==> src/inc/hlt_pkg.sv <==
// Shared constants, register map and types of the hardware-limit period timer.
package hlt_pkg;

    // ------------------------------------------------------------------
    // Widths
    // ------------------------------------------------------------------
    localparam int HLT_DATA_W  = 32;
    localparam int HLT_ADDR_W  = 8;
    localparam int HLT_CNT_W   = 8;
    localparam int HLT_PS_W    = 4;
    localparam int HLT_MODE_W  = 5;
    localparam int HLT_IRQ_W   = 2;
    localparam int HLT_SYNC_N  = 2;

    // ------------------------------------------------------------------
    // Register byte offsets
    // ------------------------------------------------------------------
    localparam logic [HLT_ADDR_W-1:0] HLT_OFS_CTRL     = 8'h00;
    localparam logic [HLT_ADDR_W-1:0] HLT_OFS_MODE     = 8'h04;
    localparam logic [HLT_ADDR_W-1:0] HLT_OFS_PERIOD   = 8'h08;
    localparam logic [HLT_ADDR_W-1:0] HLT_OFS_COUNT    = 8'h0c;
    localparam logic [HLT_ADDR_W-1:0] HLT_OFS_POSTSC   = 8'h10;
    localparam logic [HLT_ADDR_W-1:0] HLT_OFS_IRQ_STAT = 8'h14;
    localparam logic [HLT_ADDR_W-1:0] HLT_OFS_IRQ_MASK = 8'h18;

    // ------------------------------------------------------------------
    // Field positions and reset values
    // ------------------------------------------------------------------
    localparam int HLT_CTRL_ON_BIT  = 0;
    localparam int HLT_IRQ_POST_BIT = 0;
    localparam int HLT_IRQ_DONE_BIT = 1;

    localparam logic [HLT_CNT_W-1:0]  HLT_PERIOD_RST = 8'hff;
    localparam logic [HLT_CNT_W-1:0]  HLT_COUNT_RST  = 8'h00;
    localparam logic [HLT_MODE_W-1:0] HLT_MODE_RST   = 5'h00;
    localparam logic [HLT_PS_W-1:0]   HLT_PS_RST     = 4'h0;
    localparam logic [HLT_IRQ_W-1:0]  HLT_IRQ_RST    = 2'h0;
    localparam logic [HLT_DATA_W-1:0] HLT_RD_ZERO    = 32'h0000_0000;

    // ------------------------------------------------------------------
    // Mode classes (upper two mode bits) and sub-codes (lower three)
    // ------------------------------------------------------------------
    localparam logic [1:0] HLT_CLS_FREE    = 2'h0;
    localparam logic [1:0] HLT_CLS_ONESHOT = 2'h1;
    localparam logic [1:0] HLT_CLS_MONO    = 2'h2;

    localparam logic [2:0] HLT_SUB_SOFT     = 3'h0;
    localparam logic [2:0] HLT_SUB_GATE_HI  = 3'h1;
    localparam logic [2:0] HLT_SUB_GATE_LO  = 3'h2;
    localparam logic [2:0] HLT_SUB_ANY      = 3'h3;
    localparam logic [2:0] HLT_SUB_RISE     = 3'h4;
    localparam logic [2:0] HLT_SUB_FALL     = 3'h5;
    localparam logic [2:0] HLT_SUB_LVL_LO   = 3'h6;
    localparam logic [2:0] HLT_SUB_LVL_HI   = 3'h7;

    // ------------------------------------------------------------------
    // Types
    // ------------------------------------------------------------------
    typedef enum logic [1:0] {
        HLT_STOP,
        HLT_WAIT,
        HLT_COUNT
    } hlt_run_t;

    typedef struct packed {
        logic [HLT_CNT_W-1:0] count;
        logic                 period_match;
        logic                 postscaled;
        logic                 hw_reset;
    } hlt_pwm_t;

endpackage

==> src/rtl/hlt_sync.sv <==
// Multi-stage synchroniser for levels entering the timer logic.
`timescale 1ns/100ps
`default_nettype none
module hlt_sync #(
    parameter int WIDTH  = 1,
    parameter int STAGES = 2
) (
    input  wire logic             clk_in,
    input  wire logic             rstn_in,
    input  wire logic [WIDTH-1:0] d_in,
    output logic      [WIDTH-1:0] q_out
);

    // ------------------------------------------------------------------
    // Elaboration checks
    // ------------------------------------------------------------------
    if (STAGES < 2) begin : g_bad_stages
        $error("hlt_sync needs at least two stages");
    end

    logic [WIDTH-1:0] stage [STAGES];

    // ------------------------------------------------------------------
    // Stage chain
    // ------------------------------------------------------------------
    // The first stage feeds only the second; nothing else looks at it.
    always_ff @(posedge clk_in or negedge rstn_in) begin
        if (!rstn_in) begin
            stage[0] <= '0;
        end else begin
            stage[0] <= d_in;
        end
    end

    for (genvar i = 1; i < STAGES; i++) begin : g_stage
        always_ff @(posedge clk_in or negedge rstn_in) begin
            if (!rstn_in) begin
                stage[i] <= '0;
            end else begin
                stage[i] <= stage[i-1];
            end
        end
    end

    assign q_out = stage[STAGES-1];

endmodule
`default_nettype wire

==> src/rtl/hlt_timer.sv <==
// Eight-bit period timer with hardware limit modes, postscaler and APB slave.
`timescale 1ns/100ps
`default_nettype none
module hlt_timer
    import hlt_pkg::*;
#(
    parameter int CNT_W = HLT_CNT_W,
    parameter int PS_W  = HLT_PS_W
) (
    input  wire logic                  clk_in,
    input  wire logic                  rstn_in,
    input  wire logic [HLT_ADDR_W-1:0] paddr_in,
    input  wire logic                  psel_in,
    input  wire logic                  penable_in,
    input  wire logic                  pwrite_in,
    input  wire logic [HLT_DATA_W-1:0] pwdata_in,
    output logic      [HLT_DATA_W-1:0] prdata_out,
    output logic                       pready_out,
    output logic                       pslverr_out,
    input  wire logic                  ext_reset_signal_in,
    output hlt_pwm_t                   pwm_out,
    output logic                       run_control_out,
    output logic                       irq_out
);

    // ------------------------------------------------------------------
    // Elaboration checks
    // ------------------------------------------------------------------
    if (CNT_W != HLT_CNT_W || PS_W != HLT_PS_W) begin : g_bad_width
        $error("hlt_timer widths must match the package types");
    end

    // ------------------------------------------------------------------
    // Registers
    // ------------------------------------------------------------------
    logic                  run_control;
    logic [HLT_MODE_W-1:0] mode;
    logic [CNT_W-1:0]      period_value;
    logic [CNT_W-1:0]      count_value;
    logic [PS_W-1:0]       postscale_select;
    logic [PS_W-1:0]       ps_count;
    logic [HLT_IRQ_W-1:0]  irq_stat;
    logic [HLT_IRQ_W-1:0]  irq_mask;
    logic [HLT_DATA_W-1:0] rd_data;
    logic                  ers_q;
    hlt_run_t              state;
    hlt_run_t              next_state;
    hlt_pwm_t              pwm_q;

    // ------------------------------------------------------------------
    // APB decode
    // ------------------------------------------------------------------
    function automatic logic addr_hit(input logic [HLT_ADDR_W-1:0] a);
        return a == HLT_OFS_CTRL || a == HLT_OFS_MODE || a == HLT_OFS_PERIOD ||
               a == HLT_OFS_COUNT || a == HLT_OFS_POSTSC ||
               a == HLT_OFS_IRQ_STAT || a == HLT_OFS_IRQ_MASK;
    endfunction

    function automatic logic [HLT_DATA_W-1:0] read_word(input logic [HLT_ADDR_W-1:0] a);
        logic [HLT_DATA_W-1:0] w;
        w = HLT_RD_ZERO;
        if (a == HLT_OFS_CTRL) begin
            w[HLT_CTRL_ON_BIT] = run_control;
        end else if (a == HLT_OFS_MODE) begin
            w[HLT_MODE_W-1:0] = mode;
        end else if (a == HLT_OFS_PERIOD) begin
            w[CNT_W-1:0] = period_value;
        end else if (a == HLT_OFS_COUNT) begin
            w[CNT_W-1:0] = count_value;
        end else if (a == HLT_OFS_POSTSC) begin
            w[PS_W-1:0] = postscale_select;
        end else if (a == HLT_OFS_IRQ_STAT) begin
            w[HLT_IRQ_W-1:0] = irq_stat;
        end else if (a == HLT_OFS_IRQ_MASK) begin
            w[HLT_IRQ_W-1:0] = irq_mask;
        end
        return w;
    endfunction

    // Zero wait states: every access completes in its first access cycle.
    wire acc       = psel_in & penable_in;
    wire setup     = psel_in & ~penable_in;
    wire hit       = addr_hit(paddr_in);
    wire wr        = acc & pwrite_in & hit;
    wire wr_ctrl   = wr && paddr_in == HLT_OFS_CTRL;
    wire wr_mode   = wr && paddr_in == HLT_OFS_MODE;
    wire wr_period = wr && paddr_in == HLT_OFS_PERIOD;
    wire wr_count  = wr && paddr_in == HLT_OFS_COUNT;
    wire wr_postsc = wr && paddr_in == HLT_OFS_POSTSC;
    wire wr_stat   = wr && paddr_in == HLT_OFS_IRQ_STAT;
    wire wr_mask   = wr && paddr_in == HLT_OFS_IRQ_MASK;

    assign pready_out  = 1'b1;
    assign pslverr_out = acc & ~hit;
    assign prdata_out  = rd_data;

    // Read data is captured in the setup cycle so it leaves a flip-flop.
    always_ff @(posedge clk_in or negedge rstn_in) begin
        if (!rstn_in) begin
            rd_data <= HLT_RD_ZERO;
        end else if (setup & ~pwrite_in) begin
            rd_data <= read_word(paddr_in);
        end
    end

    // ------------------------------------------------------------------
    // Synchronisers
    // ------------------------------------------------------------------
    // Setting the run bit and the external signal take two clocks to act; a
    // clear of the run bit, by hardware or by a write, still acts at once through run_eff.
    logic [1:0] sync_q;
    hlt_sync #(
        .WIDTH  (2),
        .STAGES (HLT_SYNC_N)
    ) u_sync (
        .clk_in  (clk_in),
        .rstn_in (rstn_in),
        .d_in    ({run_control, ext_reset_signal_in}),
        .q_out   (sync_q)
    );

    wire ers     = sync_q[0];
    wire run_eff = sync_q[1] & run_control;
    wire rise    = ers & ~ers_q;
    wire fall    = ~ers & ers_q;

    always_ff @(posedge clk_in or negedge rstn_in) begin
        if (!rstn_in) begin
            ers_q <= 1'b0;
        end else begin
            ers_q <= ers;
        end
    end

    // ------------------------------------------------------------------
    // Mode decode
    // ------------------------------------------------------------------
    wire [1:0] cls = mode[4:3];
    wire [2:0] sub = mode[2:0];

    wire is_free = cls == HLT_CLS_FREE;
    wire is_one  = cls == HLT_CLS_ONESHOT;
    wire is_mono = cls == HLT_CLS_MONO;
    // Monostable class holds edge starts in its low codes and level one-shot in 110/111.
    wire mono_edge = is_mono && (sub == HLT_SUB_GATE_HI || sub == HLT_SUB_GATE_LO ||
                                 sub == HLT_SUB_ANY);
    wire mono_lvl  = is_mono && (sub == HLT_SUB_LVL_LO || sub == HLT_SUB_LVL_HI);
    wire reserved  = ~is_free & ~is_one & ~mono_edge & ~mono_lvl;

    // Start edge by sub-code: odd rise/fall pairs share one table.
    function automatic logic start_edge(input logic [2:0] s, input logic r, input logic f);
        logic e;
        e = 1'b0;
        if (s == HLT_SUB_GATE_HI || s == HLT_SUB_RISE || s == HLT_SUB_LVL_LO) begin
            e = r;
        end else if (s == HLT_SUB_GATE_LO || s == HLT_SUB_FALL || s == HLT_SUB_LVL_HI) begin
            e = f;
        end else if (s == HLT_SUB_ANY) begin
            e = r | f;
        end
        return e;
    endfunction

    wire need_edge = (is_one && sub != HLT_SUB_SOFT) || mono_edge;
    wire go_edge   = start_edge(sub, rise, fall);

    // Edge limit resets (free codes 011..101, one-shot 100/101) and level resets.
    wire edge_rst = (sub == HLT_SUB_ANY && is_free && (rise | fall)) ||
                    ((is_free || is_one) && sub == HLT_SUB_RISE && rise) ||
                    ((is_free || is_one) && sub == HLT_SUB_FALL && fall);
    wire lvl_rst  = (sub == HLT_SUB_LVL_LO && ~ers) ||
                    (sub == HLT_SUB_LVL_HI && ers);
    wire hw_rst   = run_eff && state == HLT_COUNT && ~reserved && (edge_rst || lvl_rst);

    // Hardware gate: 00001 counts while high, 00010 while low.
    wire gate = ~is_free || (sub == HLT_SUB_GATE_HI ? ers :
                             sub == HLT_SUB_GATE_LO ? ~ers : 1'b1);

    wire counting  = state == HLT_COUNT && run_eff && gate && ~hw_rst;
    wire match_ev  = counting && count_value == period_value;
    wire stop_hit  = match_ev && (is_one || is_mono);
    wire clear_on  = match_ev && (is_one || mono_lvl);
    wire ps_wrap   = match_ev && ps_count == postscale_select;

    // ------------------------------------------------------------------
    // Run state machine
    // ------------------------------------------------------------------
    // The level monostable waits in COUNT with the count held at zero
    // while the reset level lasts, so no start edge is wanted there.
    always_comb begin
        next_state = state;
        case (state)
            HLT_STOP: begin
                if (run_eff && ~reserved) begin
                    next_state = need_edge ? HLT_WAIT : HLT_COUNT;
                end
            end
            HLT_WAIT: begin
                if (!run_eff || reserved) begin
                    next_state = HLT_STOP;
                end else if (go_edge) begin
                    next_state = HLT_COUNT;
                end
            end
            HLT_COUNT: begin
                if (!run_eff || reserved) begin
                    next_state = HLT_STOP;
                end else if (stop_hit) begin
                    next_state = clear_on ? HLT_STOP : HLT_WAIT;
                end
            end
            default: begin
                next_state = HLT_STOP;
            end
        endcase
    end

    always_ff @(posedge clk_in or negedge rstn_in) begin
        if (!rstn_in) begin
            state <= HLT_STOP;
        end else begin
            state <= next_state;
        end
    end

    // ------------------------------------------------------------------
    // Counter and postscaler
    // ------------------------------------------------------------------
    // A software write wins over counting; an early reset holds the count
    // at zero, and the two-clock sync delay gives the PWM restart gap.
    always_ff @(posedge clk_in or negedge rstn_in) begin
        if (!rstn_in) begin
            count_value <= HLT_COUNT_RST;
        end else if (wr_count) begin
            count_value <= pwdata_in[CNT_W-1:0];
        end else if (hw_rst || match_ev) begin
            count_value <= HLT_COUNT_RST;
        end else if (counting) begin
            count_value <= count_value + 1'b1;
        end
    end

    // Writing the control register restarts the postscaler from zero.
    always_ff @(posedge clk_in or negedge rstn_in) begin
        if (!rstn_in) begin
            ps_count <= HLT_PS_RST;
        end else if (wr_ctrl || ps_wrap) begin
            ps_count <= HLT_PS_RST;
        end else if (match_ev) begin
            ps_count <= ps_count + 1'b1;
        end
    end

    // PWM side outputs are registered one clock after their cause.
    always_ff @(posedge clk_in or negedge rstn_in) begin
        if (!rstn_in) begin
            pwm_q <= '0;
        end else begin
            pwm_q <= '{count: count_value, period_match: match_ev,
                       postscaled: ps_wrap, hw_reset: hw_rst};
        end
    end

    assign pwm_out         = pwm_q;
    assign run_control_out = run_control;

    // ------------------------------------------------------------------
    // Software registers
    // ------------------------------------------------------------------
    // A write in the same cycle as a hardware clear of the run bit wins,
    // since software intent is the newer of the two.
    always_ff @(posedge clk_in or negedge rstn_in) begin
        if (!rstn_in) begin
            run_control <= 1'b0;
        end else if (wr_ctrl) begin
            run_control <= pwdata_in[HLT_CTRL_ON_BIT];
        end else if (clear_on) begin
            run_control <= 1'b0;
        end
    end

    always_ff @(posedge clk_in or negedge rstn_in) begin
        if (!rstn_in) begin
            mode             <= HLT_MODE_RST;
            period_value     <= HLT_PERIOD_RST;
            postscale_select <= HLT_PS_RST;
            irq_mask         <= HLT_IRQ_RST;
        end else begin
            mode             <= wr_mode ? pwdata_in[HLT_MODE_W-1:0] : mode;
            period_value     <= wr_period ? pwdata_in[CNT_W-1:0] : period_value;
            postscale_select <= wr_postsc ? pwdata_in[PS_W-1:0] : postscale_select;
            irq_mask         <= wr_mask ? pwdata_in[HLT_IRQ_W-1:0] : irq_mask;
        end
    end

    // ------------------------------------------------------------------
    // Interrupt
    // ------------------------------------------------------------------
    // Sticky status, write one to clear; a new event in the clearing
    // cycle survives because the set term is ORed in last.
    wire [HLT_IRQ_W-1:0] irq_set = {clear_on, ps_wrap};
    wire [HLT_IRQ_W-1:0] irq_clr = wr_stat ? pwdata_in[HLT_IRQ_W-1:0] : HLT_IRQ_RST;

    always_ff @(posedge clk_in or negedge rstn_in) begin
        if (!rstn_in) begin
            irq_stat <= HLT_IRQ_RST;
        end else begin
            irq_stat <= (irq_stat & ~irq_clr) | irq_set;
        end
    end

    assign irq_out = |(irq_stat & irq_mask);

    // ------------------------------------------------------------------
    // Assertions
    // ------------------------------------------------------------------
    wrap_zero_a: assert property (@(posedge clk_in) disable iff (!rstn_in)
        match_ev && !wr_count |=> count_value == HLT_COUNT_RST && pwm_q.period_match)
        else $error("count did not return to zero after a period match");

    gate_hold_a: assert property (@(posedge clk_in) disable iff (!rstn_in)
        is_free && sub == HLT_SUB_GATE_HI && !ers && !wr_count |=> $stable(count_value))
        else $error("counter advanced while the hardware gate was closed");

    edge_reset_a: assert property (@(posedge clk_in) disable iff (!rstn_in)
        is_free && sub == HLT_SUB_RISE && rise && run_eff && state == HLT_COUNT && !wr_count
        |=> count_value == HLT_COUNT_RST)
        else $error("rising edge did not reset the counter");

    oneshot_clear_a: assert property (@(posedge clk_in) disable iff (!rstn_in)
        match_ev && is_one && !wr_ctrl |=> !run_control && state == HLT_STOP)
        else $error("one-shot match did not clear the run bit");

    mono_keep_a: assert property (@(posedge clk_in) disable iff (!rstn_in)
        match_ev && mono_edge && !wr_ctrl |=> run_control && state == HLT_WAIT)
        else $error("monostable match lost the run bit or kept counting");

    wait_edge_a: assert property (@(posedge clk_in) disable iff (!rstn_in)
        state == HLT_WAIT && !go_edge |=> state != HLT_COUNT)
        else $error("edge-start mode began counting without an edge");

    postscale_a: assert property (@(posedge clk_in) disable iff (!rstn_in)
        pwm_q.postscaled |-> $past(match_ev) && $past(ps_count) == $past(postscale_select))
        else $error("postscaled pulse without a matching postscaler count");

    irq_gate_a: assert property (@(posedge clk_in) disable iff (!rstn_in)
        pwm_q.postscaled && $past(irq_mask[HLT_IRQ_POST_BIT]) && !$past(wr_mask)
        |-> irq_out)
        else $error("enabled period interrupt did not reach the output");

    sync_delay_a: assert property (@(posedge clk_in) disable iff (!rstn_in)
        ##2 ers == $past(ext_reset_signal_in, 2))
        else $error("external signal did not take two clocks to pass the sync");

endmodule
`default_nettype wire

==> config.mk <==
export PLATFORM = sky130hd
export DESIGN_NAME = hlt_timer
export DESIGN_NICKNAME = d
export VERILOG_FILES = /design/src/inc/hlt_pkg.sv /design/src/rtl/hlt_sync.sv /design/src/rtl/hlt_timer.sv
export SDC_FILE = /design/constraint.sdc
export NUM_CORES = 1
export LEC_CHECK = 0
export ABC_AREA = 1
export BUFFER_PORTS_ARGS = -buffer_cell sky130_fd_sc_hd__buf_2
export CAP_MARGIN = 20
export CORE_ASPECT_RATIO = 1.75
export CORE_MARGIN = 3
export CORE_UTILIZATION = 40
export DETAILED_ROUTE_END_ITERATION = 10
export GPL_ROUTABILITY_DRIVEN = 1
export GPL_TIMING_DRIVEN = 0
export HOLD_SLACK_MARGIN = 0.05
export PLACE_DENSITY = 0.73
export SKIP_CTS_REPAIR_TIMING = 1
export SYNTH_ARGS = -nofsm -noshare
export SYNTH_HDL_FRONTEND = slang
export SYNTH_SLANG_ARGS = --single-unit
==> constraint.sdc <==
create_clock -name clk_in -period 1.9 [get_ports clk_in]
set_clock_uncertainty 0.1 [all_clocks]
set_input_delay 0.19 -clock clk_in [delete_from_list [all_inputs] [get_ports clk_in]]
set_output_delay 0.19 -clock clk_in [all_outputs]
set_load 0.005 [all_outputs]
Word-level counts from Yosys, hierarchy flattened
Index checks and enable logic that the tools add are counted.
- bitwise operators: 28
- reduce and logical (&&, ||, !) cells: 63
- equal/unequal tests: 22
- add/sub/neg operators: 2
- mux-type cells: 32
- operator list (kind ; count):
    $mux 8 ; 4
    $logic_and 1x1->1 ; 28
    $logic_or 1x1->1 ; 25
    $eq 8x5->1 const B ; 3
    $mux 2 ; 11
    $eq 8x4->1 const B ; 2
    $mux 4 ; 4
    $and 1x1->1 ; 12
    $eq 3x3->1 const B ; 4
    $not 1->1 ; 11
    $mux 1 ; 9
    $add 8x1->8 const B ; 1
    $eq 8x3->1 const B ; 1
    $eq 8x8->1 ; 1
    $logic_not 8->1 ; 1
    $mux 7 ; 1
    $eq 3x2->1 const B ; 2
    $pmux 2 s3 ; 1
    $reduce_bool 3->1 ; 2
    $mux 5 ; 1
    $add 4x1->4 const B ; 1
    $and 2x2->2 ; 2
    $eq 2x1->1 const B ; 2
    $eq 2x2->1 const B ; 2
    14 further kinds ; 16
- bits of input ports: 46
- register bits: 60

Logic depth before layout (Yosys ltp)
- depth in word-level cells: 18
- mapped depth: 13
- depth with buffers taken out: 13

Cells and area by module
A second synthesis with hierarchy kept.
- cell total of the unflattened synthesis: 468
- area total of the unflattened synthesis: 3659.8 um^2
- modules (own cells, without submodules) (module ; cells each ; area an instance (um^2) ; instances):
    hlt_timer ; 462 ; 3544.6 ; 1
    hlt_sync ; 6 ; 115.1 ; 1

Worst setup path before layout
Ideal clock, no wire load.
- path type: reg2reg
- start: register mode[3]
- end: register ps_count[2]
- path slack: 129 ps
- period minus slack after synthesis: 1771 ps
- path buffers: 1
- arrival: 1552 ps
- cell stages (with the launch flop): 11
- cells stage by stage: dfrtp_1 inv_1 ha_1 nor2_1 nand2_1 o21a_2 nand2_4 buf_6 nand4_1 nand4_1 nand2_1
- cells in the longest elaborated chain, start to end: 14
- elaborated cells on any way between the ends: 34
- those cells by class: 2 x eq/ne; 1 x mux; 9 x bitwise; 22 x reduce/logical
- ends and longest elaborated chain (what ; RTL line ; text):
    from (decl) ; hlt_timer.sv:37 ; logic [HLT_MODE_W-1:0] mode;
    from (signal assigned) ; hlt_timer.sv:289 ; mode <= wr_mode ? pwdata_in[HLT_MODE_W-1:0] : mode;
    $eq 2x1->1 (tied with other cells) ; hlt_timer.sv:142 ; wire is_one = cls == HLT_CLS_ONESHOT;
    $not 1->1 (tied with other cells) ; hlt_timer.sv:148 ; wire reserved = ~is_free & ~is_one & ~mono_edge & ~mono_lvl;
    $and 1x1->1 (tied with other cells) ; hlt_timer.sv:148 ;
    $and 1x1->1 or $logic_and 1x1->1 (tied branches) ; hlt_timer.sv:148, hlt_timer.sv:169 ;
    $and 1x1->1 or $logic_or 1x1->1 (tied branches) ; hlt_timer.sv:148, hlt_timer.sv:168 ;
    $not 1->1 or $logic_or 1x1->1 (tied branches) ; hlt_timer.sv:173, hlt_timer.sv:169 ;
    $logic_and 1x1->1 or $logic_or 1x1->1 (tied branches) ; hlt_timer.sv:173 ; wire hw_rst = run_eff && state == HLT_COUNT && ~reserved && (edge_rst || lvl_rst);
    $logic_and 1x1->1 ; hlt_timer.sv:173 ;
    $not 1->1 ; hlt_timer.sv:179 ; wire counting = state == HLT_COUNT && run_eff && gate && ~hw_rst;
    $logic_and 1x1->1 (*) ; hlt_timer.sv:179 ;
    $logic_and 1x1->1 (*) ; hlt_timer.sv:180 ; wire match_ev = counting && count_value == period_value;
    $logic_and 1x1->1 ; hlt_timer.sv:183 ; wire ps_wrap = match_ev && ps_count == postscale_select;
    $logic_or 1x1->1 ; hlt_timer.sv:247 ; end else if (wr_ctrl || ps_wrap) begin
    $mux 4 or $reduce_bool 2->1 (tied branches) ; -- ;
    to (signal assigned) ; hlt_timer.sv:250 ; ps_count <= ps_count + 1'b1;
    to (decl) ; hlt_timer.sv:41 ; logic [PS_W-1:0] ps_count;
Every way passes the cells marked *; elsewhere a longest branch is shown, timed or not.
A chain may end at the register's enable or synchronous reset.

Worst setup path after layout
Ends and elaborated chain as after synthesis.

==> impl_metrics.env <==
export IMPL_switching_power_w=0.000701
export IMPL_antenna_found_initial=0
export IMPL_max_slew_margin_rel_pct=66.5
export IMPL_crit_chain="inv_2 > ha_4 > nor2_4 > nand2_2 > o21a_4 > nand2_8 > buf_8 > nand4_1 > nand4_1 > nand2_1"
export IMPL_multiInputGateArea_mm2=0.00196
export IMPL_grt_ovfl_total=0
export IMPL_die_area_mm2=0.0106
export IMPL_cellLeakagePower_nw=2.50
export IMPL_hold_violations=0
export IMPL_fillCellCount=897
export IMPL_wl_per_cell_um=14.2
export IMPL_ir_drop_mv=0.445
export IMPL_grt_max_degree=41
export IMPL_path_max_fanout=6
export IMPL_setup_viol=2
export IMPL_syn_avg_cell_area_um2=7.58
export IMPL_grt_setup_unrepaired="true"
export IMPL_die_h_um=134
export IMPL_cp_slowest_cell="dfrtp_1"
export IMPL_seqPwrFrac_pct=39.8
export IMPL_area_delta_synth_final_pct=27.5
export IMPL_clk_pin_slew_ps=50
export IMPL_crit_family="simple AND/OR/NAND/NOR gates"
export IMPL_arrival_ps=2040
export IMPL_utilization_pct=52.4
export IMPL_cts_max_path_buffers=2
export IMPL_maxCapViolations=0
export IMPL_fin_crit_ps=1920
export IMPL_routed_via_count=3421
export IMPL_yosysWarnings=0
export IMPL_dieWidth_um=79.1
export IMPL_grt_usage_pct=18.9
export IMPL_period_share_pct=101
export IMPL_core_rowCount=46
export IMPL_p_per_area_mw_per_mm2=683
export IMPL_cpMostUsedCell="nand4_1"
export IMPL_regArea_mm2=0.00152
export IMPL_final_layout_size_suffix_gt1_share_pct=29.5
export IMPL_pre_cts_ws_ps=-135
export IMPL_fp_coreArea_mm2=0.00909
export IMPL_grt_pass1_wl_um=15400
export IMPL_crit_type="reg2reg"
export IMPL_clkSinkCount=60
export IMPL_pwr_share_clk_pct=54.4
export IMPL_fmax_mhz=520
export IMPL_start_kind="flip-flop"
export IMPL_final_nets=635
export IMPL_io_pins=93
export IMPL_drt_wl_total_um=10000
export IMPL_max_stage_delay_ps=430
export IMPL_crit_required_ps=2020
export IMPL_clkLatencyLatePin_ps=340
export IMPL_remaining_drc_errors=0
export IMPL_synth_area_mm2=0.00374
export IMPL_vias_per_cell=4.84
export IMPL_firstDrtPassIters=5
export IMPL_ant_nets=0
export IMPL_cts_tree="done"
export IMPL_root_buffer="clkbuf_16"
export IMPL_yosysSeqAreaShare_pct=40.4
export IMPL_worstHoldPathType="in2reg"
export IMPL_internal_power_w=0.00255
export IMPL_synth_cells=493
export IMPL_ys_seq_elements=60
export IMPL_drv_slew=0
export IMPL_holdCritStartpoint="pwrite_in"
export IMPL_crit_start="mode[3]"
export IMPL_fin_ws_ps=-24.3
export IMPL_critPathBufInv=2
export IMPL_status="complete, but fails checks"
export IMPL_h_tree_depth=3
export IMPL_grt_pass1_vias=3317
export IMPL_n_antenna_cell=0
export IMPL_initialDrtViolationCount=194
export IMPL_globalplace_congestion=0.887
export IMPL_ys_types=39
export IMPL_r2r_start="mode[3]"
export IMPL_tightest_slew_ps=502
export IMPL_initial_core_util_pct=41.1
export IMPL_violations="negative setup slack"
export IMPL_cts_inserted_buffers=9
export IMPL_power_switching_share_pct=21.6
export IMPL_place_hpwl_um=7290
export IMPL_cp_end_kind="flip-flop"
export IMPL_io_buffers=43
export IMPL_combPwrFrac_pct=5.9
path summary, 6_finish.rpt:
path	endpoint	slack [ps]	depth (start not counted)
min	prdata_out[5]	50	4
min in group asynchronous	ers_q	260	2
min reg2reg	u_sync.q_out[1]	250	0
max in group asynchronous	period_value[7]	790	3
max reg2reg	ps_count[2]	-20	10
max	ps_count[2]	-20	10
placed cells by master (no fill, tap or decap), drive strengths merged, types with 3 or more instances in the layout:
master	instances
nand2	164
buf	81
inv	55
dfrtp	52
nor2	47
nand3	37
o21ai	33
conb	25
xor2	14
clkbuf	14
nand4	8
a21oi	8
dfstp	8
ha	7
xnor2	6
nor3	6
dlygate4sd3	5
o22ai	4
clkinv	3
flip-flops by register name (all words and copies together), names as in the netlist, 4 cells and up:
signal	flops
period_value	8
pwm_out	11
count_value	8
postscale_select	4
mode	5
prdata_out	8
ps_count	4
Yosys cell counts (all sizes together):
cell,number,share of area (%)
dfstp,8,5.6
clkbuf,1,0.13
nand4,8,1.3
o221ai,1,0.23
clkinv,2,0.23
o21bai,1,0.20
nor2,47,5.8
a32oi,1,0.23
o22ai,4,0.67
a21oi,8,1.1
nand3b,1,0.20
xor2,14,3.3
ha,7,2.3
xnor2,6,1.4
nand3,37,6.2
nor3,6,0.94
o21a,1,0.23
o2111ai,1,0.23
buf,32,6.7
conb,2,0.20
inv,55,5.6
dfrtp,52,35
o21ai,33,4.9
a22o,1,0.23
nand2,164,17
cell families after synthesis:
family | Yosys count | synth area share [%]
AO/OA/AOI/OAI | 51 | 8.03
other | 2 | 0.201
buffers and inverters | 90 | 12.6
flip-flops | 60 | 40.4
XOR/XNOR | 20 | 4.69
AND/OR/NAND/NOR | 263 | 31.7
adder cells (fa/ha/maj) | 7 | 2.34
tightest hold or removal path, stage by stage:
cell and delay (ps):
buf_2 90, nor3_2 60, nand2_1 60, nand2_1 40
metrics by stage:
stage / area (um2) / TNS [ps] / cells / power (W) / hold WS [ps]
after CTS: 4530 / -909 / 696 / 0.00325 / -267
after global placement: 4190 / -426 / 679 / 0.00148 / 198
after detailed placement: 4210 / -756 / 680 / 0.00149 / 80.0
after global routing: 4770 / -949 / 707 / 0.00334 / 74.1
after floorplan: 3820 / 0 / 516 / 0.00141 / -206
final: 4770 / -31.3 / 707 / 0.00325 / 54.5
area by class of cell:
| type | count | area share (%) |
|---|---|---|
| Timing Repair Buffer | 55 | 7.30 |
| Multi-Input combinational cell | 366 | 41.0 |
| Clock inverter | 4 | 1.52 |
| Sequential cell | 60 | 31.8 |
| Buffer | 33 | 5.41 |
| Tap cell | 120 | 3.15 |
| Clock buffer | 12 | 5.17 |
| Inverter | 57 | 4.62 |
per-layer routing:
metal / up-vias / global-route usage, % / share of wire [%]
met3: 30 / 3.09 / 4.0
met5: - / 0 / 0
met4: 0 / 11.4 / 4.1
met1: 1593 / 19.4 / 36
met2: 111 / 34.7 / 56
li1: 1687 / - / -
power groups by stage:
stage	registers (W)	clock network, W	logic [W]
global placement	0.00131	0	0.000168
finish	0.00129	0.00177	0.000191
CTS	0.00129	0.00178	0.000178
floorplan	0.00131	0	0.0000959
global route	0.00129	0.00184	0.000213
detailed placement	0.00131	0	0.000177
Power figures use the tool's default switching activity.
